## config.mk

```make
export PLATFORM = sky130hd
export DESIGN_NAME = sadc_dev_flat
export DESIGN_NICKNAME = d
export VERILOG_FILES = /design/src/hdl/sadc_pkg.sv /design/src/hdl/sadc_link_if.sv /design/src/hdl/sadc_dev.sv /design/src/flat_wrapper.sv
export SDC_FILE = /design/constraint.sdc
export NUM_CORES = 1
export LEC_CHECK = 0
export BUFFER_PORTS_ARGS = -buffer_cell sky130_fd_sc_hd__buf_4
export CORE_UTILIZATION = 54
export DETAILED_ROUTE_END_ITERATION = 12
export GPL_TIMING_DRIVEN = 0
export HOLD_SLACK_MARGIN = 0.12
export MAX_ROUTING_LAYER = met4
export PLACE_DENSITY = 0.86
export SYNTH_ARGS = -nofsm -noshare
export SYNTH_HDL_FRONTEND = slang
export SYNTH_SLANG_ARGS = --single-unit
export TNS_END_PERCENT = 30
```

## constraint.sdc

```tcl
create_clock -name ref_clk_i -period 2.48 [get_ports ref_clk_i]
set_clock_uncertainty 0.2 [all_clocks]
set_input_delay 0.124 -clock ref_clk_i [delete_from_list [all_inputs] [get_ports ref_clk_i]]
set_output_delay 0.124 -clock ref_clk_i [all_outputs]
set_load 0.01 [all_outputs]
```

## src/hdl/sadc_pkg.sv

```systemverilog
// Shared constants for the serial converter control link
package sadc_pkg;
  // ----------------------------------------------------------------
  // Timing
  // ----------------------------------------------------------------
  localparam int unsigned SADC_CLK_MHZ = 250;
  localparam int unsigned SADC_PWRUP_US = 250;
  localparam int unsigned SADC_PWRUP_CYC = SADC_PWRUP_US * SADC_CLK_MHZ;
  localparam int unsigned SADC_PROGRAM_ENABLE_LOW_CYC_DEF = 400;
  localparam int unsigned SADC_CAL_CYC_DEF = 2000;
  localparam int unsigned SADC_SCLK_HALF = 10;
  // ----------------------------------------------------------------
  // Word lengths and fields
  // ----------------------------------------------------------------
  localparam logic [4:0] SADC_LEN_RESET = 5'h0D;
  localparam logic [4:0] SADC_LEN_SHORT = 5'h09;
  localparam int unsigned SADC_RES_W = 13;
  localparam int unsigned SADC_SR_W = 16;
  localparam int unsigned SADC_CMD_POS = 12;
  localparam int unsigned SADC_CMD_W = 4;
  localparam int unsigned SADC_CH_POS = 8;
  localparam int unsigned SADC_CH_W = 3;
  localparam logic SADC_SE_RESET = 1'b0;
  localparam int unsigned SADC_SE_POS = 11;
  // Commands in the top nibble of the shifted-in word
  localparam logic [3:0] SADC_CMD_CONV12 = 4'h0;
  localparam logic [3:0] SADC_CMD_CONV8 = 4'h1;
  localparam logic [3:0] SADC_CMD_CAL = 4'h2;
  localparam logic [3:0] SADC_CMD_ZERO = 4'h3;
  // Host register offsets
  localparam logic [3:0] SADC_REG_CTRL = 4'h0;
  localparam logic [3:0] SADC_REG_TXD = 4'h4;
  localparam logic [3:0] SADC_REG_RXD = 4'h8;
  localparam logic [3:0] SADC_REG_STAT = 4'hC;
  localparam int unsigned SADC_CTRL_GO = 0;
  localparam int unsigned SADC_CTRL_PROG = 1;
  localparam int unsigned SADC_CTRL_PD = 2;
  localparam int unsigned SADC_CTRL_HOLD = 3;
  localparam int unsigned SADC_CTRL_LEN = 8;
endpackage

```

## src/hdl/sadc_link_if.sv

```systemverilog
// Interface joining the converter end and the host end
`timescale 1ns/10ps
interface sadc_link_if;
  logic cs_b;      // Active-low select
  logic sclk;      // Serial clock
  logic serial_in; // Data into the converter
  logic sdo;       // Data out of the converter
  logic eoc;       // End of conversion, low while busy
  logic output_ready_flag;
  logic program_enable_low;
  logic power_down_pin;
  modport dev (input cs_b, sclk, serial_in, program_enable_low, power_down_pin,
    output sdo, eoc, output_ready_flag);
  modport host (output cs_b, sclk, serial_in, program_enable_low, power_down_pin,
    input sdo, eoc, output_ready_flag);
endinterface

```

## src/hdl/sadc_dev.sv

```systemverilog
// Converter end: serial framing, mode programming, conversion sequencing
// Summary of operation
// - Select held low: first bit at end-of-conversion rise
// - Select falling edge drives first result bit
// - Host lowers select only while clock low
// - Select fall with program enable low aborts conversion, starts new one
// - Host discards data from aborted sequences
// - Thirteen clocks per sequence after reset
// - Clock count equals programmed word length
// - Ready flag low shifting, high when done
// - Program enable low needed for commands
// - Program enable high: shift only, input ignored
// - Read-only keeps mode, starts no conversion
// - Host avoids reads while converter busy
// - Power-down pin high powers device down
// - Operational within 250 us after power-up
// - Channel bits captured on serial clock rise
// - Single-ended uses common input as reference
// - Channel decode width matches 2/4/8 variants
// - Calibration command runs calibration sequence
// - Results are twelve bits plus sign
`timescale 1ns/10ps
module sadc_dev #(
  parameter int unsigned NUM_CH = 8,
  parameter int unsigned PWRUP_CYC = sadc_pkg::SADC_PWRUP_CYC,
  parameter int unsigned PROGRAM_ENABLE_LOW_CYC = sadc_pkg::SADC_PROGRAM_ENABLE_LOW_CYC_DEF,
  parameter int unsigned CAL_CYC = sadc_pkg::SADC_CAL_CYC_DEF
) (
  input wire logic ref_clk_i,                  // Core clock
  input wire logic rst_b_i,                    // Synchronous reset, active low
  sadc_link_if.dev link,                       // Link to host
  input wire logic [sadc_pkg::SADC_RES_W-1:0] sample_i, // Digitised value, sign on top
  output logic [2:0] channel_o,                // Selected channel
  output logic single_ended_o,                 // Common input is the reference
  output logic powered_o,                      // Device operational
  output logic calibrating_o                   // Calibration or zeroing running
);
  import sadc_pkg::*;

  localparam int unsigned CHW = (NUM_CH <= 2) ? 1 : (NUM_CH <= 4) ? 2 : 3;

  typedef enum logic [3:0] {
    SADC_ST_OFF = 4'h1,
    SADC_ST_IDLE = 4'h2,
    SADC_ST_PROGRAM_ENABLE_LOW = 4'h4,
    SADC_ST_CAL = 4'h8
  } sadc_state_e;

  // ----------------------------------------------------------------
  // Input synchronisers: three stages, change accepted when 2 and 3 agree
  // ----------------------------------------------------------------
  logic [4:0] raw_w;
  logic [4:0] s1_q, s2_q, s3_q, flt_q, flt_prev_q;
  assign raw_w = {link.power_down_pin, link.program_enable_low, link.serial_in,
                  link.sclk, link.cs_b};

  // Sync chain and filter
  always_ff @(posedge ref_clk_i) begin
    if (!rst_b_i) begin
      // Idle pin levels, so no false edge follows reset
      s1_q <= 5'h01;
      s2_q <= 5'h01;
      s3_q <= 5'h01;
      flt_q <= 5'h01;
      flt_prev_q <= 5'h01;
    end else begin
      s1_q <= raw_w;
      s2_q <= s1_q;
      s3_q <= s2_q;
      for (int i = 0; i < 5; i++) begin
        if (s2_q[i] == s3_q[i]) flt_q[i] <= s3_q[i];
      end
      flt_prev_q <= flt_q;
    end
  end

  logic cs_b_w, sclk_w, sin_w, prog_b_w, pd_w;
  logic cs_fall_w, sclk_rise_w, sclk_fall_w;
  assign cs_b_w = flt_q[0];
  assign sclk_w = flt_q[1];
  assign sin_w = flt_q[2];
  assign prog_b_w = flt_q[3];
  assign pd_w = flt_q[4];
  assign cs_fall_w = flt_prev_q[0] & ~cs_b_w;
  assign sclk_rise_w = ~flt_prev_q[1] & sclk_w & ~cs_b_w;
  assign sclk_fall_w = flt_prev_q[1] & ~sclk_w & ~cs_b_w;

  // ----------------------------------------------------------------
  // State and counters
  // ----------------------------------------------------------------
  sadc_state_e st_q;
  logic [31:0] tmr_q;
  logic [4:0] len_q;            // Programmed word length
  logic [4:0] bit_q;            // Bits moved in this sequence
  logic [SADC_SR_W-1:0] in_q;   // Shifted-in word
  logic [SADC_SR_W-1:0] out_q;  // Output shift register
  logic [CHW-1:0] addr_q;
  logic se_q;
  logic sdo_q, eoc_q, dor_q;
  logic seq_done_w, eoc_rise_w;
  logic [3:0] cmd_w;
  logic [SADC_SR_W-1:0] word_w; // Received word, first bit on top
  assign seq_done_w = sclk_fall_w && (bit_q == len_q - 5'h01);
  // Short frames leave the word low in the register; lift it so fields line up
  assign word_w = in_q << (5'(SADC_SR_W) - len_q);
  assign cmd_w = word_w[SADC_CMD_POS +: SADC_CMD_W];

  // Power, conversion and calibration sequencing
  always_ff @(posedge ref_clk_i) begin
    if (!rst_b_i) begin
      st_q <= SADC_ST_OFF;
      tmr_q <= 32'h0;
      len_q <= SADC_LEN_RESET;
    end else if (pd_w) begin
      st_q <= SADC_ST_OFF;
      tmr_q <= 32'h0;
    end else begin
      case (st_q)
        SADC_ST_OFF: begin
          if (tmr_q >= PWRUP_CYC - 1) begin
            st_q <= SADC_ST_IDLE;
            tmr_q <= 32'h0;
          end else begin
            tmr_q <= tmr_q + 32'h1;
          end
        end
        SADC_ST_IDLE, SADC_ST_PROGRAM_ENABLE_LOW, SADC_ST_CAL: begin
          if (cs_fall_w && !prog_b_w) begin
            st_q <= SADC_ST_IDLE;
            tmr_q <= 32'h0;
          end else if (seq_done_w && !prog_b_w) begin
            tmr_q <= 32'h0;
            case (cmd_w)
              SADC_CMD_CAL, SADC_CMD_ZERO: st_q <= SADC_ST_CAL;
              SADC_CMD_CONV8: begin
                len_q <= SADC_LEN_SHORT;
                st_q <= SADC_ST_PROGRAM_ENABLE_LOW;
              end
              default: begin
                len_q <= SADC_LEN_RESET;
                st_q <= SADC_ST_PROGRAM_ENABLE_LOW;
              end
            endcase
          end else if (st_q == SADC_ST_PROGRAM_ENABLE_LOW && tmr_q >= PROGRAM_ENABLE_LOW_CYC - 1) begin
            st_q <= SADC_ST_IDLE;
          end else if (st_q == SADC_ST_CAL && tmr_q >= CAL_CYC - 1) begin
            st_q <= SADC_ST_IDLE;
          end else begin
            tmr_q <= tmr_q + 32'h1;
          end
        end
        default: st_q <= SADC_ST_OFF;
      endcase
    end
  end

  assign eoc_rise_w = (st_q == SADC_ST_PROGRAM_ENABLE_LOW) && (tmr_q >= PROGRAM_ENABLE_LOW_CYC - 1) && !pd_w
                      && !cs_fall_w && !seq_done_w;

  // End-of-conversion flag
  always_ff @(posedge ref_clk_i) begin
    if (!rst_b_i) eoc_q <= 1'b1;
    else eoc_q <= (st_q != SADC_ST_PROGRAM_ENABLE_LOW) && (st_q != SADC_ST_CAL);
  end

  // Input capture on serial clock rise, bit counter on serial clock fall
  always_ff @(posedge ref_clk_i) begin
    if (!rst_b_i) begin
      bit_q <= 5'h0;
      in_q <= '0;
    end else if (cs_fall_w || cs_b_w) begin
      bit_q <= 5'h0;
    end else begin
      if (sclk_rise_w && !prog_b_w) in_q <= {in_q[SADC_SR_W-2:0], sin_w};
      if (seq_done_w) bit_q <= 5'h0;
      else if (sclk_fall_w) bit_q <= bit_q + 5'h01;
    end
  end

  // Channel address and input configuration, held in read-only mode
  always_ff @(posedge ref_clk_i) begin
    if (!rst_b_i) begin
      addr_q <= '0;
      se_q <= SADC_SE_RESET;
    end else if (seq_done_w && !prog_b_w) begin
      addr_q <= word_w[SADC_CH_POS +: CHW];
      se_q <= word_w[SADC_SE_POS];
    end
  end

  // Output shift register: load on end of conversion, present on select fall
  always_ff @(posedge ref_clk_i) begin
    if (!rst_b_i) begin
      out_q <= '0;
      sdo_q <= 1'b0;
    end else if (eoc_rise_w) begin
      out_q <= {sample_i, {(SADC_SR_W-SADC_RES_W){1'b0}}};
      if (!cs_b_w) sdo_q <= sample_i[SADC_RES_W-1];
    end else if (cs_fall_w) begin
      sdo_q <= out_q[SADC_SR_W-1];
    end else if (sclk_fall_w) begin
      out_q <= {out_q[SADC_SR_W-2:0], 1'b0};
      sdo_q <= out_q[SADC_SR_W-2];
    end
  end

  // Output-ready flag: low while a sequence shifts, high after last bit
  always_ff @(posedge ref_clk_i) begin
    if (!rst_b_i) dor_q <= 1'b1;
    else if (seq_done_w) dor_q <= 1'b1;
    else if (cs_fall_w || eoc_rise_w && !cs_b_w) dor_q <= 1'b0;
  end

  // Registered side outputs
  always_ff @(posedge ref_clk_i) begin
    if (!rst_b_i) begin
      channel_o <= 3'h0;
      single_ended_o <= 1'b0;
      powered_o <= 1'b0;
      calibrating_o <= 1'b0;
    end else begin
      channel_o <= 3'(addr_q);
      single_ended_o <= se_q;
      powered_o <= (st_q != SADC_ST_OFF);
      calibrating_o <= (st_q == SADC_ST_CAL);
    end
  end

  assign link.sdo = sdo_q;
  assign link.eoc = eoc_q;
  assign link.output_ready_flag = dor_q;
endmodule // sadc_dev

```

## src/flat_wrapper.sv

```systemverilog
// flat-port wrapper written by rule: the top's interface ports become plain ports
module sadc_dev_flat import sadc_pkg::*;
#(
  parameter int unsigned NUM_CH = 8,
  parameter int unsigned PWRUP_CYC = sadc_pkg::SADC_PWRUP_CYC,
  parameter int unsigned PROGRAM_ENABLE_LOW_CYC = sadc_pkg::SADC_PROGRAM_ENABLE_LOW_CYC_DEF,
  parameter int unsigned CAL_CYC = sadc_pkg::SADC_CAL_CYC_DEF
)
  (ref_clk_i, rst_b_i, sample_i, channel_o, single_ended_o, powered_o, calibrating_o, link_cs_b, link_sclk, link_serial_in, link_program_enable_low, link_power_down_pin, link_sdo, link_eoc, link_output_ready_flag);
  sadc_link_if link_i ();
  input wire logic ref_clk_i;
  input wire logic rst_b_i;
  input wire logic [sadc_pkg::SADC_RES_W-1:0] sample_i;
  output logic [2:0] channel_o;
  output logic single_ended_o;
  output logic powered_o;
  output logic calibrating_o;
  input wire logic [$bits(link_i.cs_b)-1:0] link_cs_b;
  input wire logic [$bits(link_i.sclk)-1:0] link_sclk;
  input wire logic [$bits(link_i.serial_in)-1:0] link_serial_in;
  input wire logic [$bits(link_i.program_enable_low)-1:0] link_program_enable_low;
  input wire logic [$bits(link_i.power_down_pin)-1:0] link_power_down_pin;
  output wire logic [$bits(link_i.sdo)-1:0] link_sdo;
  output wire logic [$bits(link_i.eoc)-1:0] link_eoc;
  output wire logic [$bits(link_i.output_ready_flag)-1:0] link_output_ready_flag;
  assign link_i.cs_b = link_cs_b;
  assign link_i.sclk = link_sclk;
  assign link_i.serial_in = link_serial_in;
  assign link_i.program_enable_low = link_program_enable_low;
  assign link_i.power_down_pin = link_power_down_pin;
  assign link_sdo = link_i.sdo;
  assign link_eoc = link_i.eoc;
  assign link_output_ready_flag = link_i.output_ready_flag;
  sadc_dev #(.NUM_CH(NUM_CH), .PWRUP_CYC(PWRUP_CYC), .PROGRAM_ENABLE_LOW_CYC(PROGRAM_ENABLE_LOW_CYC), .CAL_CYC(CAL_CYC)) u_core (.ref_clk_i(ref_clk_i), .rst_b_i(rst_b_i), .link(link_i), .sample_i(sample_i), .channel_o(channel_o), .single_ended_o(single_ended_o), .powered_o(powered_o), .calibrating_o(calibrating_o));
endmodule
```

# After elaboration in Yosys (flattened, before gate mapping)
# Index checks and enable logic that the tools add are counted.
classes:
  shifts: 1
  n_lt_le_gt_ge: 3
  bitwise_logic: 13
  eq_ne: 22
  n_mux: 21
  add_sub_neg: 4
  reduce_logical: 32
ops:
  columns: ["operator", "n"]
  rows:
  - ["$mux W32", 5]
  - ["$pmux W32 S2", 1]
  - ["$mux W16", 3]
  - ["$add A32 B1 Y32 const B", 1]
  - ["$ge A32 B11 Y1 const B", 1]
  - ["$ge A32 B16 Y1 const B", 1]
  - ["$ge A32 B9 Y1 const B", 1]
  - ["$mux W4", 6]
  - ["$shl A16 B5 Y16", 1]
  - ["$eq A4 B2 Y1 const B", 3]
  - ["$ne A4 B3 Y1 const B", 3]
  - ["$logic_and A1 B1 Y1", 11]
  - ["$pmux W5 S2", 1]
  - ["$eq A4 B1 Y1 const B", 2]
  - ["$not A1 Y1", 8]
  - ["$pmux W4 S2", 1]
  - ["$reduce_and A2 Y1", 4]
  - ["$reduce_or A2 Y1", 3]
  - ["$reduce_or A3 Y1", 2]
  - ["$add A5 B1 Y5 const B", 1]
  - ["$and A1 B1 Y1", 5]
  - ["$eq A1 B1 Y1", 5]
  - ["$eq A5 B5 Y1", 1]
  - ["$logic_not A1 Y1", 5]
  - ["other kinds (15)", 21]
word_totals:
  out_inout_bits: 9
  elab_cells: 120
  regBits: 110
  in_bits: 20

# Depth between registers and ports, before layout
# Gate-level depths: netlist of run 1.
depth:
  depth_word: 8
  ltp_mapped: 10
  ltp_nobuf: 8

# Worst setup path before layout of run 1
# No wires, ideal clock.
synth_path:
  kind: "reg-to-reg"
  startpoint: "reg u_core.tmr_q[0]"
  endpoint: "reg u_core.tmr_q[22]"
  required_time_ns: 2.221
  path_buffers: 0
  period_less_slack_ns: 2.598
  setup_time_ns: 0.059
  slack_ns: -0.118
  path_stages_with_launch: 8
  t_arrival_ns: 2.339
  path_cell_list: "dfxtp_1 ha_1 or4_1 a2111oi_0 o211ai_1 a31oi_4 or4b_1 nand2_1"
synth_between:
  elab_chain_len: 6
  elab_cells_between_ends: 15
  cone_classes: "add/sub (1); order compare (3); eq/ne (2); mux (6); reduce/logical (3)"
synth_rtl:
  columns: ["item", "line_no", "text"]
  rows:
  - ["start: declaration", "sadc_dev.sv:92", "logic [31:0] tmr_q;"]
  - ["start signal: assignment", "sadc_dev.sv:124", "tmr_q <= tmr_q + 32'h1;"]
  - ["start signal: assignment", "sadc_dev.sv:149", "tmr_q <= tmr_q + 32'h1;"]
  - ["$add A32 B1 Y32", "sadc_dev.sv:124, sadc_dev.sv:149", null]
  - ["$mux W32", "sadc_dev.sv:146", "end else if (st_q == SADC_ST_CAL && tmr_q >= CAL_CYC - 1) begin"]
  - ["$mux W32", "sadc_dev.sv:144", "end else if (st_q == SADC_ST_PROGRAM_ENABLE_LOW && tmr_q >= PROGRAM_ENABLE_LOW_CYC - 1) begin"]
  - ["$mux W32", "sadc_dev.sv:131", "end else if (seq_done_w && !prog_b_w) begin"]
  - ["$mux W32", "sadc_dev.sv:128", "if (cs_fall_w && !prog_b_w) begin"]
  - ["$pmux W32 S2", "sadc_dev.sv:118", "case (st_q)"]
# Several ways; a longest one is shown, not always the timed one. The select of a mux whose other input is x is not followed.
# A chain may end at the register's enable or synchronous reset.

# Worst setup path after layout of run 1
layout_path:
  startpoint: "reg u_core.tmr_q[12]"
  endpoint: "reg u_core.tmr_q[9]"
layout_between:
  elab_chain_len: 4
  elab_cells_between_ends: 10
  cone_classes: "order compare (3); eq/ne (2); mux (2); reduce/logical (3)"
layout_rtl:
  columns: ["item", "line_no"]
  rows:
  - ["$ge A32 B9 Y1 or $ge A32 B11 Y1 (tied branches)", "sadc_dev.sv:144, sadc_dev.sv:146"]
  - ["$logic_and A1 B1 Y1, on equally long branches", "sadc_dev.sv:144, sadc_dev.sv:146"]
  - ["$ne A4 B3 Y1 (no line)", null]
  - ["$reduce_and A3 Y1 (no line)", null]
# Several ways; a longest one is shown, not always the timed one.

==> run summary, run 1 <==
Outcome: finished, violations left
Failing checks: negative setup slack
DP Area: 0.00493 mm²
PnR worst setup slack: -0.184 ns
Cells after Synth: 509
Non-Filler Cell Area, Final: 0.00584 mm²
Worst setup SP type: flip-flop
Worst path depth: 8
Post-synthesis net count: 532
HP Class: flip-flop to flip-flop
Die W: 94.0 µm
Worst-path maximum fanout: 8
Commonest non-fill, non-tap cell in the layout: dfxtp_1
Clk_lat worst skew: 0.38 ns
Final wirelength: 12.2 mm
CP arrival: 2.72 ns
Syn. warnings: 0
CP startpoint: u_core.tmr_q[12]
CP Cell Sequence: or4_4 > nor2_4 > o2111ai_4 > a221o_2 > buf_6 > clkbuf_16 > o31ai_4 > a21oi_2
Largest net degree at the start of global routing: 20
Worst R2R Start: u_core.tmr_q[12]
# DRC: 0
Placer Congestion: 0.925
Ys flop type: dfxtp_1
Routed wire per std cell: 17.4 µm
Multi-input logic area: 0.00263 mm²
Final core utilization: 71.1%
CP required: 2.54 ns
Register area: 0.00209 mm²
Placed wire-length estimate: 7.30 mm
Delay-heaviest family, CP: compound AO/OA/AOI/OAI gates
Bufs and invs on worst path: 2
Via count: 4437
Combinational power share: 8.0%
Worst r2r path cells: 8
Critical path endpoint: u_core.tmr_q[9]
Crit end category: flip-flop
Unrepaired setup endpoints after global routing: yes
Root Driver: clkbuf_8
Initial antenna violation count: 0
Sequential power share: 57.8%
F_max: 0.375 GHz
TritonCTS clock tree: done
PwrDens: 504 mW/mm²
Kind of critical path: flip-flop to flip-flop
Iter 0 DRT Violations: 337
Synthesized area: 0.00457 mm²
Slew Limit Fails: 0
Clock transition at the registers of the reported paths: 0.10 ns
Net count, final: 616
Gr usage total: 28.1%
Number of port buffers: 28
Total CTS buffers: 9
First-pass GRT wire length: 18.9 mm
P_int: 0.00219 W
Core area: 0.00822 mm²
ANT cells: 0
NetSw: 0.000753 W
Slowest library cell on the worst path: or4_4
Chip height: 94.0 µm
Area grow syn2layout: 27.8%
Remaining Overflow, GRT: 0
#FFs+latches synth: 103
Number of synthesized flops with an enable pin: 0
Power share of the clock group: 34.3%
Number of global-route vias before repair: 4078
Fill cell count: 551
Final period util: 107%
Max transition margin: 50.5%
R2R Setup Slk: -0.18 ns
Fin crit period: 2.66 ns
Syn Area/Cell: 8.98 µm²
Slew @ Worst Pin: 0.740 ns
Clock Sinks: 103
Leak: 2.13 nW
Share of cells above drive strength 1: 24.1%
CP peak stage delay: 0.53 ns
# setup viols final: 31
Reg2Reg Capture Point: u_core.tmr_q[9]
Ports: 29
Final ANT Viol Nets: 0
# rows: 33
Post-synthesis sequential area ratio: 45.1%
Initial core utilization: 55.6%
First drt pass iteration count: 6
Clock Path Buffers: 2
Yosys cell types: 57
Final hold violations: 0
Maximum resistive drop on vdd: 0.314 mV
Most frequent cells in the layout: dfxtp_1, buf_4, nor2_1
Vias per Instance: 6.31
Hold WS: 0.240 ns
Die area: 0.00883 mm²
Net Sw Frac: 25.6%
Hold_sp: u_core.s1_q[0]
H-tree levels: 3
Max Cap Violations: 0
Async set-reset flop share out of synthesis: 0%
-- layer usage --
metal / share of wire, % / GRT usage [%] / up-vias
met2: 49 / 46.5 / 239
met4: 3.1 / 11.3 / 0
met1: 41 / 34.2 / 2085
met5: 0 / - / -
met3: 6.6 / 4.45 / 57
li1: - / - / 2056
-- synth_stat cells, types with 2 or more instances --
master	n	area share, %
nand2_1	29	2.4
or4_1	15	2.5
buf_1	3	0.25
a31oi_1	3	0.41
buf_2	7	0.77
and4_1	4	0.77
nand3b_1	2	0.33
nand3_1	17	1.9
nand2b_1	8	1.1
and2_1	17	2.3
or3_1	19	2.6
a21oi_1	37	4.1
nor3_1	5	0.55
xor2_1	6	1.2
nor3b_1	3	0.49
and3_1	3	0.41
nor4_1	8	1.1
dfxtp_1	103	45
o21ai_0	24	2.6
or2_2	2	0.27
o41ai_1	2	0.38
o31ai_1	13	2.1
o211ai_1	4	0.66
inv_1	12	0.99
nand4_1	18	2.5
mux2i_1	33	7.2
nor2_1	55	4.5
clkbuf_1	11	0.90
ha_1	3	0.82
a211oi_1	16	2.6
-- layout make-up --
cell class | count | share of cell area, %
plain buffers | 20 | 2.31
repair buffers | 75 | 10.8
clock inverters | 6 | 0.964
clock buffers | 10 | 2.19
well taps | 105 | 2.25
flip-flops and latches | 103 | 35.8
inverters | 12 | 0.772
multi-input cells | 372 | 45.0
-- what timing repair did --
action	CTS	global route
hold buffers	20	0
cloned	2	0
pin swaps	28	12
setup buffers	17	8
endpoints found under the hold margin	33	0
gates resized for setup	64	28
endpoints found under the setup margin	47	48
-- power by group through the flow --
stage	combinational (W)	sequential (W)	clock, W
floorplan	0.0000888	0.00173	0
global placement	0.000141	0.00173	0
detailed placement	0.000144	0.00173	0
CTS	0.000217	0.00170	0.00102
global route	0.000253	0.00170	0.00109
finish	0.000234	0.00170	0.00101
-- registers in the layout, summed over array words and instances (netlist names), 2 cells and up --
signal,flops
u_core.in_q,13
u_core.flt_q,5
u_core.out_q,13
u_core.tmr_q,32
u_core.s2_q,5
u_core.bit_q,5
u_core.flt_prev_q,2
u_core.channel_o,3
u_core.addr_q,3
u_core.s1_q,5
u_core.s3_q,5
u_core.st_q,4
-- how the worst min path moves through the flow --
stage                     end  slack, ns  depth (start not counted)
2_1_floorplan  u_core.s2_q[0]     -0.003                          1
3_3_place_gp   u_core.s1_q[0]       0.11                          2
3_5_place_dp   u_core.s1_q[0]       0.11                          2
4_1_cts        u_core.s2_q[0]       0.24                          1
5_1_grt        u_core.s2_q[0]       0.25                          1
6_report       u_core.s2_q[0]       0.24                          1
-- per-stage QoR --
step	std cells	total power (W)	setup TNS, ns	worst slack, ns
4_1_cts	695	0.00293	-1.77	-0.107
5_1_grt	703	0.00304	-5.99	-0.242
3_3_place_gp	642	0.00187	-9.80	-0.342
6_report	703	0.00294	-3.20	-0.184
3_5_place_dp	642	0.00188	-12.31	-0.437
2_1_floorplan	509	0.00182	-0.0548	-0.0123
-- cell families (layout without fill, tap and decap cells) --
family | count (synthesis) | count (layout) | synth area share (%)
adder cells (fa/ha/maj) | 3 | 3 | 0.822
buffers and inverters | 34 | 123 | 3.15
XOR/XNOR | 7 | 7 | 1.34
multiplexers | 33 | 33 | 7.23
AND/OR/NAND/NOR | 214 | 214 | 25.7
flip-flops | 103 | 103 | 45.1
AO/OA/AOI/OAI | 115 | 115 | 16.6
No activity file was read; power rests on OpenSTA's default activity.
==> inputs of run 2 (changes only) <==
--- a/config.mk
+++ b/config.mk
@@ -6,12 +6,11 @@
 export NUM_CORES = 1
 export LEC_CHECK = 0
 export BUFFER_PORTS_ARGS = -buffer_cell sky130_fd_sc_hd__buf_4
-export CORE_UTILIZATION = 54
+export CORE_UTILIZATION = 60
 export DETAILED_ROUTE_END_ITERATION = 12
 export GPL_TIMING_DRIVEN = 0
 export HOLD_SLACK_MARGIN = 0.12
-export MAX_ROUTING_LAYER = met4
-export PLACE_DENSITY = 0.86
+export PLACE_DENSITY = 0.9
 export SYNTH_ARGS = -nofsm -noshare
 export SYNTH_HDL_FRONTEND = slang
 export SYNTH_SLANG_ARGS = --single-unit
==> constraint.sdc (replaced) <==
create_clock -name ref_clk_i -period 3.17 [get_ports ref_clk_i]
set_clock_uncertainty 0.2 [all_clocks]
set_input_delay 0.1585 -clock ref_clk_i [delete_from_list [all_inputs] [get_ports ref_clk_i]]
set_output_delay 0.1585 -clock ref_clk_i [all_outputs]
set_load 0.01 [all_outputs]
==> run 2 against run 1 <==
The flow now finishes without violations. Sequential power down 22%. Cell area down 8.7%. Cell count down 4.3%. Sequential share of layout area up 2.9 points. Hold slack worse by 0.014 ns. Combinational power down 43%. Register-to-register slack better by 0.29 ns. Non-clock buffer count down 24. Worst setup slack better by 0.29 ns. Clock-buffer cell count down 1. Clock power down 18%. Largest power group unchanged.
==> run summary, run 2 (same netlist as run 1, synthesis figures left out) <==
Biggest register: u_core.tmr_q (unchanged)
NetSw: 0.000601 W (was 0.000753 W)
PwrDens: 430 mW/mm² (was 504 mW/mm²)
Chip height: 89.3 µm (was 94.0 µm)
Top flop regs: u_core.tmr_q x32, u_core.in_q x13, u_core.out_q x13 (unchanged)
Net count, final: 592 (was 616)
Power share of the clock group: 36.3% (was 34.3%)
F_max: 0.327 GHz (was 0.375 GHz)
# setup viols final: 0 (was 31)
Worst-path maximum fanout: 10 (was 8)
Dpl ws: 0.126 ns (was -0.437 ns)
Clock Sinks: 103 (unchanged)
CP arrival: 3.12 ns (was 2.72 ns)
Ports: 29 (unchanged)
Final wirelength: 10.9 mm (was 12.2 mm)
Placer Congestion: 0.956 (was 0.925)
Die W: 89.3 µm (was 94.0 µm)
Kind of critical path: flip-flop to flip-flop (unchanged)
Share of cells above drive strength 1: 11.7% (was 24.1%)
First drt pass iteration count: 5 (was 6)
Max Cap Violations: 0 (unchanged)
Final ANT Viol Nets: 0 (unchanged)
Gr usage total: 27.9% (was 28.1%)
Final core utilization: 73.1% (was 71.1%)
ANT cells: 0 (unchanged)
Combinational power share: 5.8% (was 8.0%)
Fin crit period: 3.06 ns (was 2.66 ns)
Fill cell count: 544 (was 551)
PnR worst setup slack: 0.109 ns (was -0.184 ns)
HP Class: flip-flop to flip-flop (unchanged)
# DRC: 0 (unchanged)
Root Driver: clkbuf_8 (unchanged)
Number of port buffers: 28 (unchanged)
TritonCTS clock tree: done (unchanged)
Final hold violations: 0 (unchanged)
Clk_lat worst skew: 0.38 ns (about the same)
Maximum resistive drop on vdd: 0.373 mV (was 0.314 mV)
Placed wire-length estimate: 7.26 mm (was 7.30 mm)
Core area: 0.00729 mm² (was 0.00822 mm²)
Max reg flops: 32 (unchanged)
Worst setup SP type: flip-flop (unchanged)
Die area: 0.00797 mm² (was 0.00883 mm²)
Crit end category: flip-flop (unchanged)
Remaining Overflow, GRT: 0 (unchanged)
Vias per Instance: 6.20 (was 6.31)
Initial core utilization: 62.7% (was 55.6%)
Clock transition at the registers of the reported paths: 0.11 ns (was 0.10 ns)
Most frequent cells in the layout: dfxtp_1, nor2_1, a21oi_1 (was dfxtp_1, buf_4, nor2_1)
Clock Path Buffers: 2 (unchanged)
Routed wire per std cell: 16.3 µm (was 17.4 µm)
First-pass GRT wire length: 17.0 mm (was 18.9 mm)
Number of global-route vias before repair: 3802 (was 4078)
Sequential power share: 57.9% (was 57.8%)
# rows: 31 (was 33)
Iter 0 DRT Violations: 369 (was 337)
P_int: 0.00169 W (was 0.00219 W)
Via count: 4171 (was 4437)
Slew @ Worst Pin: 0.869 ns (was 0.740 ns)
Initial antenna violation count: 0 (unchanged)
Net Sw Frac: 26.2% (was 25.6%)
Worst r2r path cells: 9 (was 8)
Commonest non-fill, non-tap cell in the layout: dfxtp_1 (unchanged)
Outcome: finished, final reports clean (was finished, violations left)
Total CTS buffers: 9 (unchanged)
CP required: 3.23 ns (was 2.54 ns)
Slew Limit Fails: 0 (unchanged)
Max transition margin: 41.6% (was 50.5%)
Final period util: 96.6% (was 107%)
Area grow syn2layout: 16.7% (was 27.8%)
Largest net degree at the start of global routing: 22 (was 20)
Leak: 1.93 nW (was 2.13 nW)
Hold depth: 1 (unchanged)
H-tree levels: 3 (unchanged)
## run 2: cell types whose count changed in the layout (fill, tap and decap cells not counted), sizes merged
cell / delta
inv: -3
buf: -25
clkinv: +4
## run 2: final cells by class
| type | instances | area (µm²) | share of cell area [%] |
|---|---|---|---|
| multi-input cells | 372 | 2370 | 44.5 |
| inverters | 12 | 45.0 | 0.845 |
| clock buffers | 9 | 124 | 2.32 |
| plain buffers | 22 | 98.8 | 1.85 |
| flip-flops and latches | 103 | 2060 | 38.7 |
| well taps | 99 | 124 | 2.32 |
| repair buffers | 49 | 418 | 7.84 |
| clock inverters | 7 | 87.6 | 1.64 |
## run 2: final timing paths
check,from,end,slack (ns)
max,u_core.tmr_q[0],u_core.tmr_q[12],0.11
min,u_core.s1_q[0],u_core.s2_q[0],0.23
max reg2reg,u_core.tmr_q[0],u_core.tmr_q[12],0.11
min reg2reg,u_core.s1_q[0],u_core.s2_q[0],0.23
## run 2: per-stage QoR
| step | setup TNS (ns) | power (W) | cell area (µm²) | cells | hold WS, ns |
|---|---|---|---|---|---|
| 2_1_floorplan | 0 | 0.00142 | 4570 | 509 | 0.0315 |
| 3_3_place_gp | 0 | 0.00146 | 4900 | 636 | 0.144 |
| 3_5_place_dp | 0 | 0.00146 | 4900 | 636 | 0.153 |
| 4_1_cts | 0 | 0.00230 | 5320 | 672 | 0.231 |
| 5_1_grt | -0.000551 | 0.00237 | 5330 | 673 | 0.254 |
| 6_report | 0 | 0.00229 | 5330 | 673 | 0.226 |
## run 2: power groups by stage
stage / Clock (W) / Combinational, W / Sequential, W
after CTS: 0.000840 / 0.000131 / 0.00133
after global placement: 0 / 0.000106 / 0.00135
after detailed placement: 0 / 0.000109 / 0.00136
after floorplan: 0 / 0.0000662 / 0.00135
after global routing: 0.000892 / 0.000148 / 0.00133
final: 0.000832 / 0.000134 / 0.00133
## run 2: what timing repair did
item,in CTS,in global routing
pin swaps,0,1
gates resized for setup,2,2
hold endpoints to repair,30,0
setup endpoints to repair,21,20
hold buffers,20,0
buffers inserted,0,1
## run 2: critical path, stage by stage (launching register included)
cell       delay, ns
dfxtp_1         0.35
ha_1            0.29
a311o_1         0.42
nor2_1          0.19
o2111ai_4       0.22
a221o_2         0.49
buf_6           0.17
clkbuf_1        0.23
o31ai_1         0.26
a21oi_1         0.11
## run 2: layer usage
layer | up-vias | global-route usage [%] | wire length (µm) | share of wire, %
met4 | 0 | 10.4 | 185 | 1.7
met3 | 30 | 7.02 | 807 | 7.4
li1 | 2005 | - | - | -
met1 | 1929 | 33.4 | 4580 | 42
met2 | 207 | 48.2 | 5370 | 49
met5 | - | 0 | 0 | 0
